--- src/inc/sdram_xlat_map.vh ---
// Register offsets, field positions and reset values of the translator
`ifndef SDRAM_XLAT_MAP_VH
`define SDRAM_XLAT_MAP_VH

// Register byte offsets within the controller window
`define OFS_GFX_BASE 16'h8414
`define OFS_TAG_INDEX 16'h8418
`define OFS_TAG_ACCESS 16'h841c
`define OFS_MEM_CONFIG 16'h8420

// Graphics region base register fields
`define GB_BASE_LSB 0
`define GB_BASE_MSB 10
`define GB_SEL_LSB 12
`define GB_SEL_MSB 15
`define GB_RESET 32'h00000000

// Tag index register field
`define TI_MSB 9
`define TI_RESET 32'h00000000

// Tag access register fields
`define TA_VALID 0
`define TA_DIRTY 1

// Memory configuration register fields
`define MC_PAGE_LSB 0
`define MC_PAGE_MSB 1
`define MC_FOUR_BANK 2
`define MC_POP_LSB 4
`define MC_POP_MSB 7
`define MC_TOP_LSB 16
`define MC_TOP_MSB 26
`define MC_RESET 32'h07ff0000

// Physical address slice compared with region fields
`define PA_REGION_LSB 19
`define PA_REGION_MSB 29

// Bus response codes
`define RESP_OKAY 2'b00
`define RESP_DECERR 2'b11

`endif

--- src/core/sdram_row_col_map.v ---
// Physical-to-SDRAM row, column and bank bit mapping datapath
`timescale 1ns/10ps
module sdram_row_col_map (
    // Address within the selected DIMM
    input wire [29:0] local_addr,
    // Geometry
    input wire [1:0] page_sel,
    input wire four_bank,
    input wire low_order_interleave,
    // Mapped lines
    output reg [12:0] row_addr,
    output reg [12:0] col_addr,
    output reg [1:0] bank_addr,
    output reg cs_bit
);

    reg [29:0] shifted; // Address with page-size doubling removed
    reg [29:0] row_src; // Address shifted down to the row field
    reg [4:0] row_lsb; // Lowest bit of the row field within the shifted address

    // Combinational mapping, one shift per page doubling
    always @* begin
        shifted = local_addr >> page_sel;
        // Column phase: A3..A9 on lines 0..6 always
        col_addr = 13'h0000;
        col_addr[6:0] = local_addr[9:3];
        // 2 KB and 4 KB pages add A10, 4 KB adds A11
        col_addr[7] = (page_sel != 2'h0) ? local_addr[10] : 1'b0;
        col_addr[8] = (page_sel == 2'h2) ? local_addr[11] : 1'b0;
        // Bank just above the page bits
        bank_addr = four_bank ? shifted[11:10] : {1'b0, shifted[10]};
        // Chip select bit sits above the bank bits when interleaved
        cs_bit = four_bank ? shifted[12] : shifted[11];
        if (!low_order_interleave) begin
            cs_bit = 1'b0; // Chip select comes from the region instead
        end
        // Row starts above bank bits, plus one for the interleave select
        row_lsb = 5'h0b + {4'h0, four_bank} + {4'h0, low_order_interleave};
        row_src = shifted >> row_lsb;
        row_addr = row_src[12:0];
    end

endmodule

--- src/core/sdram_address_translation.v ---
// SDRAM address translator with AXI4-Lite control registers and tag memory
`timescale 1ns/10ps
`include "sdram_xlat_map.vh"

module sdram_address_translation (
    // Clock and reset
    input wire ref_clk,
    input wire rst,
    // AXI4-Lite write address
    input wire s_axi_awvalid,
    output wire s_axi_awready,
    input wire [15:0] s_axi_awaddr,
    // AXI4-Lite write data
    input wire s_axi_wvalid,
    output wire s_axi_wready,
    input wire [31:0] s_axi_wdata,
    input wire [3:0] s_axi_wstrb,
    // AXI4-Lite write response
    output reg s_axi_bvalid,
    input wire s_axi_bready,
    output reg [1:0] s_axi_bresp,
    // AXI4-Lite read address
    input wire s_axi_arvalid,
    output wire s_axi_arready,
    input wire [15:0] s_axi_araddr,
    // AXI4-Lite read data
    output reg s_axi_rvalid,
    input wire s_axi_rready,
    output reg [31:0] s_axi_rdata,
    output reg [1:0] s_axi_rresp,
    // Translation request
    input wire xlat_valid,
    input wire [31:0] xlat_addr,
    // Translation result
    output reg out_valid,
    output reg [12:0] row_addr_q,
    output reg [12:0] col_addr_q,
    output reg [1:0] bank_addr_q,
    output reg [3:0] chip_select_n_q,
    output reg [7:0] byte_mask_n_q,
    output reg gfx_hit_q,
    output reg low_order_interleave_q
);

    // Register index codes
    localparam REG_NONE = 3'd0;
    localparam REG_GFX = 3'd1;
    localparam REG_TIDX = 3'd2;
    localparam REG_TACC = 3'd3;
    localparam REG_CFG = 3'd4;

    // Decodes a byte address into a register index
    function [2:0] reg_decode;
        input [15:0] addr;
        begin
            case (addr)
                `OFS_GFX_BASE: reg_decode = REG_GFX;
                `OFS_TAG_INDEX: reg_decode = REG_TIDX;
                `OFS_TAG_ACCESS: reg_decode = REG_TACC;
                `OFS_MEM_CONFIG: reg_decode = REG_CFG;
                default: reg_decode = REG_NONE;
            endcase
        end
    endfunction

    // Merges write data into an old word under byte strobes
    function [31:0] strobe_merge;
        input [31:0] old_word;
        input [31:0] new_word;
        input [3:0] strb;
        integer i;
        begin
            strobe_merge = old_word;
            for (i = 0; i < 4; i = i + 1) begin
                if (strb[i]) begin
                    strobe_merge[i*8 +: 8] = new_word[i*8 +: 8];
                end
            end
        end
    endfunction

    // Software-visible registers
    reg [31:0] gfx_base_q; // Graphics base and debug select
    reg [31:0] tag_index_q; // Tag memory entry pointer
    reg [31:0] mem_cfg_q; // Page size, bank count, population, DIMM top
    // Dirty/valid tag memory, one two-bit entry per index
    reg [1:0] tag_mem [0:1023];

    // Write channel holding registers
    reg aw_held_q; // Write address captured
    reg [15:0] aw_addr_q;
    reg w_held_q; // Write data captured
    reg [31:0] w_data_q;
    reg [3:0] w_strb_q;

    // Accept each write channel while its holder is empty and no response waits
    assign s_axi_awready = !aw_held_q && !s_axi_bvalid;
    assign s_axi_wready = !w_held_q && !s_axi_bvalid;
    // Accept a read only while no read data waits
    assign s_axi_arready = !s_axi_rvalid;

    wire do_write = aw_held_q && w_held_q; // Both halves present
    wire [2:0] wr_reg = reg_decode(aw_addr_q);
    wire [2:0] rd_reg = reg_decode(s_axi_araddr);
    wire [9:0] tag_ptr = tag_index_q[`TI_MSB:0];
    wire [31:0] wr_word_gfx = strobe_merge(gfx_base_q, w_data_q, w_strb_q);
    wire [31:0] wr_word_idx = strobe_merge(tag_index_q, w_data_q, w_strb_q);
    wire [31:0] wr_word_cfg = strobe_merge(mem_cfg_q, w_data_q, w_strb_q);

    // Write address and data capture, in either order
    always @(posedge ref_clk) begin
        if (rst) begin
            aw_held_q <= 1'b0;
            aw_addr_q <= 16'h0000;
            w_held_q <= 1'b0;
            w_data_q <= 32'h00000000;
            w_strb_q <= 4'h0;
        end else begin
            if (do_write) begin
                // Both consumed when the register is updated
                aw_held_q <= 1'b0;
                w_held_q <= 1'b0;
            end else begin
                if (s_axi_awvalid && s_axi_awready) begin
                    aw_held_q <= 1'b1;
                    aw_addr_q <= s_axi_awaddr;
                end
                if (s_axi_wvalid && s_axi_wready) begin
                    w_held_q <= 1'b1;
                    w_data_q <= s_axi_wdata;
                    w_strb_q <= s_axi_wstrb;
                end
            end
        end
    end

    // Register updates and write response
    always @(posedge ref_clk) begin
        if (rst) begin
            gfx_base_q <= `GB_RESET;
            tag_index_q <= `TI_RESET;
            mem_cfg_q <= `MC_RESET;
            s_axi_bvalid <= 1'b0;
            s_axi_bresp <= `RESP_OKAY;
        end else begin
            if (s_axi_bvalid && s_axi_bready) begin
                s_axi_bvalid <= 1'b0;
            end
            if (do_write) begin
                s_axi_bvalid <= 1'b1;
                s_axi_bresp <= `RESP_OKAY;
                case (wr_reg)
                    REG_GFX: begin
                        // Base, debug select; reserved bits held at zero
                        gfx_base_q <= wr_word_gfx & 32'h0000f7ff;
                    end
                    REG_TIDX: begin
                        tag_index_q <= wr_word_idx & 32'h000003ff;
                    end
                    REG_TACC: begin
                        // Tag memory written in its own process
                    end
                    REG_CFG: begin
                        mem_cfg_q <= wr_word_cfg & 32'h07ff00f7;
                    end
                    default: begin
                        s_axi_bresp <= `RESP_DECERR; // Unmapped address
                    end
                endcase
            end
        end
    end

    // Tag memory write: only the entry the index points at
    always @(posedge ref_clk) begin
        if (do_write && wr_reg == REG_TACC && w_strb_q[0]) begin
            tag_mem[tag_ptr] <= w_data_q[`TA_DIRTY:`TA_VALID];
        end
    end

    // Read data path, one cycle after the address is taken
    always @(posedge ref_clk) begin
        if (rst) begin
            s_axi_rvalid <= 1'b0;
            s_axi_rdata <= 32'h00000000;
            s_axi_rresp <= `RESP_OKAY;
        end else begin
            if (s_axi_rvalid && s_axi_rready) begin
                s_axi_rvalid <= 1'b0;
            end
            if (s_axi_arvalid && s_axi_arready) begin
                s_axi_rvalid <= 1'b1;
                s_axi_rresp <= `RESP_OKAY;
                case (rd_reg)
                    REG_GFX: begin
                        s_axi_rdata <= gfx_base_q;
                    end
                    REG_TIDX: begin
                        s_axi_rdata <= tag_index_q;
                    end
                    REG_TACC: begin
                        // Flags of the indexed entry only
                        s_axi_rdata <= {30'h00000000, tag_mem[tag_ptr]};
                    end
                    REG_CFG: begin
                        s_axi_rdata <= mem_cfg_q;
                    end
                    default: begin
                        s_axi_rdata <= 32'h00000000;
                        s_axi_rresp <= `RESP_DECERR; // Unmapped address
                    end
                endcase
            end
        end
    end

    // Configuration fields used by the translator
    wire [10:0] gfx_base = gfx_base_q[`GB_BASE_MSB:`GB_BASE_LSB];
    wire [1:0] page_sel = mem_cfg_q[`MC_PAGE_MSB:`MC_PAGE_LSB];
    wire four_bank = mem_cfg_q[`MC_FOUR_BANK];
    wire [3:0] populated = mem_cfg_q[`MC_POP_MSB:`MC_POP_LSB];
    wire [10:0] dimm_top = mem_cfg_q[`MC_TOP_MSB:`MC_TOP_LSB];

    // Region of the request in 512 KB units
    wire [10:0] region = xlat_addr[`PA_REGION_MSB:`PA_REGION_LSB];
    // Upper DIMM chosen by the most significant bits
    wire upper_dimm = (region >= dimm_top);
    // Address rebased into the selected DIMM
    wire [29:0] rebase = upper_dimm ? {dimm_top, 19'h00000} : 30'h00000000;
    wire [29:0] local_addr = xlat_addr[29:0] - rebase;
    // Pair full: low-order interleave switches on by itself
    wire pair_lo_full = populated[0] && populated[1];
    wire pair_hi_full = populated[2] && populated[3];
    wire low_order_interleave =
        upper_dimm ? pair_hi_full : pair_lo_full;

    // Mapped lines from the datapath
    wire [12:0] row_map;
    wire [12:0] col_map;
    wire [1:0] bank_map;
    wire cs_bit;

    // Row, column and bank bit selection
    sdram_row_col_map u_map (
        .local_addr(local_addr),
        .page_sel(page_sel),
        .four_bank(four_bank),
        .low_order_interleave(low_order_interleave),
        .row_addr(row_map),
        .col_addr(col_map),
        .bank_addr(bank_map),
        .cs_bit(cs_bit)
    );

    // Chip select index: DIMM from region, side from interleave
    wire [1:0] cs_index = {upper_dimm, low_order_interleave & cs_bit};

    // Registered translation result, one cycle after the request
    always @(posedge ref_clk) begin
        if (rst) begin
            out_valid <= 1'b0;
            row_addr_q <= 13'h0000;
            col_addr_q <= 13'h0000;
            bank_addr_q <= 2'h0;
            chip_select_n_q <= 4'hf;
            byte_mask_n_q <= 8'hff;
            gfx_hit_q <= 1'b0;
            low_order_interleave_q <= 1'b0;
        end else begin
            out_valid <= xlat_valid;
            if (xlat_valid) begin
                row_addr_q <= row_map;
                col_addr_q <= col_map;
                bank_addr_q <= bank_map;
                chip_select_n_q <= ~(4'h1 << cs_index);
                // Low three bits only pick the byte lane
                byte_mask_n_q <= ~(8'h01 << xlat_addr[2:0]);
                // Graphics region from base upward
                gfx_hit_q <= (region >= gfx_base);
                low_order_interleave_q <= low_order_interleave;
            end
        end
    end

endmodule

--- config.mk ---
export PLATFORM = sky130hd
export DESIGN_NAME = sdram_address_translation
export DESIGN_NICKNAME = d
export VERILOG_FILES = /design/src/core/sdram_row_col_map.v /design/src/core/sdram_address_translation.v
export VERILOG_INCLUDE_DIRS = /design/src /design/src/inc
export SDC_FILE = /design/constraint.sdc
export NUM_CORES = 2
export LEC_CHECK = 0
export BUFFER_PORTS_ARGS = -buffer_cell sky130_fd_sc_hd__buf_2
export CAP_MARGIN = 5
export CORE_UTILIZATION = 50
export CTS_BUF_LIST = sky130_fd_sc_hd__clkbuf_16
export CTS_CLUSTER_DIAMETER = 30
export CTS_CLUSTER_SIZE = 28
export DETAILED_ROUTE_END_ITERATION = 6
export MAX_ROUTING_LAYER = met4
export PLACE_DENSITY = 0.73
export SETUP_SLACK_MARGIN = 0.3
export SLEW_MARGIN = 20
export SYNTH_ARGS = -nofsm -noshare
export SYNTH_HDL_FRONTEND = slang
export SYNTH_SLANG_ARGS = --single-unit
--- constraint.sdc ---
create_clock -name ref_clk -period 21.1 [get_ports ref_clk]
set_input_delay 1.055 -clock ref_clk [delete_from_list [all_inputs] [get_ports ref_clk]]
set_output_delay 1.055 -clock ref_clk [all_outputs]
set_load 0.005 [all_outputs]
### Word level (Yosys, flattened, before mapping)

Memories as Yosys holds them, arrays and structs flattened.
Cells that the tools add are included.

| storage, ports and cells | value |
|---|---|
| bits in registers | 169 |
| memories | 1 |
| latch bits | 0 |
| output and inout port bits | 84 |
| memory bits (writable) | 2,048 |
| bits in read-only memories | 0 |
| bits of input ports | 108 |

| operators by class | value |
|---|---|
| order comparisons | 2 |
| $add $sub $neg | 3 |
| multiply operators | 0 |
| bitwise gates (word level) | 4 |
| mux-type cells | 18 |
| div/mod/pow operators | 0 |
| equality and inequality tests | 17 |
| reduce and logical (&&, ||, !) cells | 31 |
| shift operators | 4 |

Memories:

| memory | words | width | read ports | clocked after memory_dff | wr ports | RTL line | source |
|---|---|---|---|---|---|---|---|
| tag_mem | 1,024 | 2 | 1 | 0 | 1 | sdram_address_translation.v:87 | `reg [1:0] tag_mem [0:1023];` |

Operator list:

| operator | count |
|---|---|
| $eq 16x16->1 const B | 8 |
| $pmux 27 s4 | 1 |
| $mux 30 | 1 |
| $shr 30x2->30 | 1 |
| $shr 30x5->13 | 1 |
| $sub 30x30->30 | 1 |
| $pmux 3 s4 | 2 |
| $ge 11x11->1 | 2 |
| $reduce_and 3->1 | 7 |
| $eq 3x2->1 const B | 4 |
| $logic_and 1x1->1 | 12 |
| $mux 1 | 11 |
| $not 8->8 | 1 |
| $reduce_or 4->1 | 2 |
| $shl 1x3->8 const A | 1 |
| $eq 3x1->1 const B | 2 |
| $eq 3x3->1 const B | 2 |
| $mux 2 | 3 |
| $reduce_bool 2->1 | 3 |
| $add 4x1->5 const A | 1 |
| $add 5x1->5 | 1 |
| $logic_not 1->1 | 4 |
| $not 4->4 | 1 |
| $reduce_and 2->1 | 2 |
| 5 further kinds | 5 |

### Logic depth before layout (Yosys ltp)

| depth | value |
|---|---|
| word-level depth | 9 |
| gate-level depth with buffers | 22 |

### Hierarchy

Synthesis repeated with hierarchy kept, for this count alone.

| second synthesis, totals | value |
|---|---|
| cells, all modules | 6,308 |
| area, all modules | 91,227.5 um2 |

By module, submodules not included:

| module | cells each | times used | area each (um2) |
|---|---|---|---|
| sdram_address_translation | 6,188 | 1 | 90,216.5 |
| sdram_row_col_map | 120 | 1 | 1,011.0 |

### Worst setup path after synthesis

OpenSTA, ideal clock, no wires.

| path | value |
|---|---|
| path type | register to register |
| start point | reg w_data_q[0] |
| end point | mem tag_mem[0][0], data pin |
| setup time | 2.825 ns |
| stages on the path, launching flop included | 1 |
| path buffers | 0 |
| data arrival time | 12.793 ns |
| path slack | 5.481 ns |
| required time | 18.275 ns |
| clock period less this slack | 15.619 ns |
| cell sequence | dfxtp_1 |

RTL lines:

| element | RTL line | source |
|---|---|---|
| start, declared | sdram_address_translation.v:93 | `reg [31:0] w_data_q;` |
| start signal, assigned | sdram_address_translation.v:130 | `w_data_q <= s_axi_wdata;` |
| end, declared | sdram_address_translation.v:87 |  |

No word-level cell before the write port.

### Worst setup path in the final report

| path | value |
|---|---|
| start point | reg tag_index_q[0] |
| end point | reg s_axi_rdata[0] |

| between the ends | value |
|---|---|
| word-level cells in the longest chain between the ends | 2 |

Ends and longest elaborated chain:

| element | RTL line | source |
|---|---|---|
| start, declared | sdram_address_translation.v:84 | `reg [31:0] tag_index_q;` |
| start signal, assigned | sdram_address_translation.v:141 | `` tag_index_q <= `TI_RESET; `` |
| start signal, assigned | sdram_address_translation.v:158 | `tag_index_q <= wr_word_idx & 32'h000003ff;` |
| $mem_v2 1024x2 | - |  |
| $pmux 27 s4 (*) | sdram_address_translation.v:194 | `case (rd_reg)` |
| end signal, assigned | sdram_address_translation.v:196 | `s_axi_rdata <= gfx_base_q;` |
| end signal, assigned | sdram_address_translation.v:199 | `s_axi_rdata <= tag_index_q;` |
| end signal, assigned | sdram_address_translation.v:203 | `s_axi_rdata <= {30'h00000000, tag_mem[tag_ptr]};` |
| end, declared | sdram_address_translation.v:29 | `output reg [31:0] s_axi_rdata,` |

Every way passes the cells marked *; elsewhere a longest branch is shown, timed or not.
A chain may end at the register's enable or synchronous reset.

==> flow_metrics.tcl <==
set metrics [dict create \
    status "finished, violations left" \
    violations "design-rule violations" \
    leakagePower_nw 34.0 \
    synth_edf_count 2048 \
    cts_tree "done" \
    clk-insertion-delay-late_ps 990 \
    critPathCaptureType "flip-flop" \
    cts_root_buffer "clkbuf_16" \
    track_usage 0.307 \
    wirelength_um 279000 \
    p_per_area_mw_per_mm2 106 \
    synthXorXnorAreaFrac 0.000384 \
    core-area_mm2 0.181 \
    start_util 0.504 \
    fillers 12900 \
    hold_viol 0 \
    worstHoldStart "rst" \
    synthAdderAreaFrac 0.00475 \
    grt_max_degree 259 \
    synthSimpleGateAreaFrac 0.0777 \
    syn_inst 5971 \
    r2r_slack_ps 14680 \
    port_buffers 173 \
    first_global_vias 57200 \
    fmax_ghz 0.156 \
    fin_skew_ps 98.4 \
    fin_crit_sh 0.304 \
    ant_nets 0 \
    max_stage_delay_ps 740 \
    cp_top_family "buffers and inverters" \
    ys.flop_type "edfxtp_1" \
    cp_max_fo 36 \
    cts_setup_buffers 0 \
    clock_sinks 2208 \
    hold_depth 2 \
    dieWidth_um 429 \
    viasPerCell 6.51 \
    finalSetupViolCount 0 \
    die_area_mm2 0.184 \
    ys_async_sr_fraction 0 \
    io_pins 192 \
    tightest_slew_ps 1370 \
    post-synth-top-area-cell "edfxtp_1" \
    num-nets-final 6382 \
    cp.buffers_inverters 4 \
    critical_path_class "reg2reg" \
    path_clk_slew_ps 50 \
    synthMuxAreaShare 0.134 \
    crit_required_ps 21900 \
    synth_compound_area_frac 0.0451 \
    vias 58200 \
    final.setup.tns_ps 0 \
    cts_max_path_buffers 4 \
    rsz0062_at_grt "no" \
    crit_path_frequent_cell "buf_4" \
    min_period_ps 6420 \
    r2r_start "tag_index_q[0]" \
    synth_top_area_share 0.675 \
    synth_seq_cells 2208 \
    start_kind "flip-flop" \
    hold_class "in2reg" \
    drt_first_pass_iters 7 \
    r2r_cells 13 \
    synth_warnings 0 \
    post_synth_instance_area_mm2 0.0911 \
    place_inst 8195 \
    antenna_found_initial 8 \
    hpwl_um 150000 \
    post_cts_resized 0 \
    place_congestion 0.904 \
    slew_viol_final 0 \
    arrival_ps 7220 \
    vdd.ir_drop.worst_mv 0.105 \
    syn_area_per_cell_um2 15.3 \
    drive_gt1_frac 0.208 \
    relSlewSlack 0.0832 \
    grt-ovfl-total 0 \
    layout_common_cells "edfxtp_1 (2048), nor2_1 (1166), mux2i_1 (570), clkbuf_16 (416), mux4_2 (267)" \
    crit_path_top_delay_cell "dfxtp_4" \
    drc_errors 5 \
    drt_iter0_drc 8947 \
    path_cells "buf_4 -> buf_4 -> or4b_2 -> buf_4 -> buf_4 -> o22ai_1 -> or4_1 -> nor2_1 -> o22ai_1 -> a211o_1 -> nor4_2 -> nand4_1 -> a22o_1" \
    hold_buffers 0 \
    synth_seq_area_share 0.710 \
    chipHeight_um 429 \
    synth_cell_types 87 \
    grt_pass1_wl_um 395000 \
    maxCapViolCount 0 \
    rows 156 \
    timing.rr.end "s_axi_rdata[0]" \
    synth.area.top_cells "edfxtp_1 (67%), mux4_2 (6.6%), mux2i_1 (6.3%)" \
    layout_commonest_cell "edfxtp_1" \
    htreeDepth 5 \
    hold_path_end "aw_addr_q[10]" \
    stdcell_count 8941 \
    post-route-util 0.596 \
    synth_top_family_by_area "multiplexers" \
    area_growth_pct 18.3 \
    fin_total_pwr_mw 11.4 \
    wire_per_inst_um 31.2 \
    numCtsBuffers 413 \
]
[synth_stat cells (37+ instances only)]
cell	n
edfxtp_1	2048
nor2_1	1172
mux2i_1	570
nand2_1	292
mux4_2	267
clkbuf_1	227
o22ai_1	207
buf_2	171
dfxtp_1	160
a21oi_1	119
nand3_1	56
o21ai_0	56
a22oi_1	54
buf_4	50
inv_1	40
nor4_1	37
[cell type report]
| cell class | count | area, um2 | share of cell area |
|---|---|---|---|
| Tap cell | 2370 | 2970 | 0.0275 |
| Clock buffer | 416 | 10400 | 0.0965 |
| Antenna cell | 6 | 15.0 | 0.000139 |
| Timing Repair Buffer | 323 | 2100 | 0.0195 |
| Inverter | 43 | 163 | 0.00151 |
| Multi-Input combinational cell | 3251 | 24200 | 0.225 |
| Clock inverter | 324 | 3230 | 0.0299 |
| Sequential cell | 2208 | 64700 | 0.600 |
[worst register-to-register path: cells and delay by family, from the launching register on]
kind	cells	cell delay [ps]
and+or+nand+nor	5	1850
AOI/OAI and AO/OA	4	1330
DFF	1	740
buffers and inverters	4	2370
[report_power, final]
| group | leakage, nW | internal, mW | switching [mW] |
|---|---|---|---|
| sequential | 19.9 | 4.82 | 0.0125 |
| combinational | 7.39 | 0.0314 | 0.112 |
| clock | 6.79 | 4.24 | 2.18 |
| total | 34.0 | 9.09 | 2.31 |
[layer usage]
layer / wire (um) / GRT usage / vias to the layer above
met4: 16900 / 0.166 / 0
met5: 0 / - / -
met3: 38100 / 0.0841 / 986
met2: 127000 / 0.458 / 4607
li1: - / - / 23500
met1: 96500 / 0.381 / 29100
[logic make-up after synthesis]
| family | after synthesis |
|---|---|
| buf+inv | 521 |
| mux | 871 |
| simple gates | 1711 |
| compound gates | 621 |
| fa+ha+maj | 34 |
| other cells | 1 |
| xor+xnor | 4 |
| flops | 2208 |
[state kept, by name, summed over array words and instances (netlist names), 2 cells and up]
signal / flops
gfx_base_q: 15
s_axi_rdata: 26
w_data_q: 26
tag_index_q: 10
col_addr_q: 9
tag_mem: 2048
mem_cfg_q: 18
w_strb_q: 4
byte_mask_n_q: 8
chip_select_n_q: 4
aw_addr_q: 16
row_addr_q: 13
bank_addr_q: 2
[worst max-delay path by stage]
stage	from	to	slack (ps)	cells past startpoint
after floorplan	w_data_q[0]	tag_mem[0][0]	5480	0
after global placement	tag_index_q[0]	s_axi_rdata[0]	14900	13
after detailed placement	tag_index_q[0]	s_axi_rdata[0]	14910	13
after CTS	tag_index_q[0]	s_axi_rdata[0]	14850	12
after global routing	tag_index_q[0]	s_axi_rdata[0]	14460	12
final	tag_index_q[0]	s_axi_rdata[0]	14680	13
[metrics by stage]
step | setup WS [ps] | cell area (um2) | hold WS [ps]
after floorplan | 5480 | 91200 | 432
after global placement | 14900 | 94100 | 440
after detailed placement | 14910 | 94100 | 445
after CTS | 14850 | 108000 | 304
after global routing | 14460 | 108000 | 329
final | 14680 | 108000 | 337
Note: power is estimated with default switching activity, not from simulation.
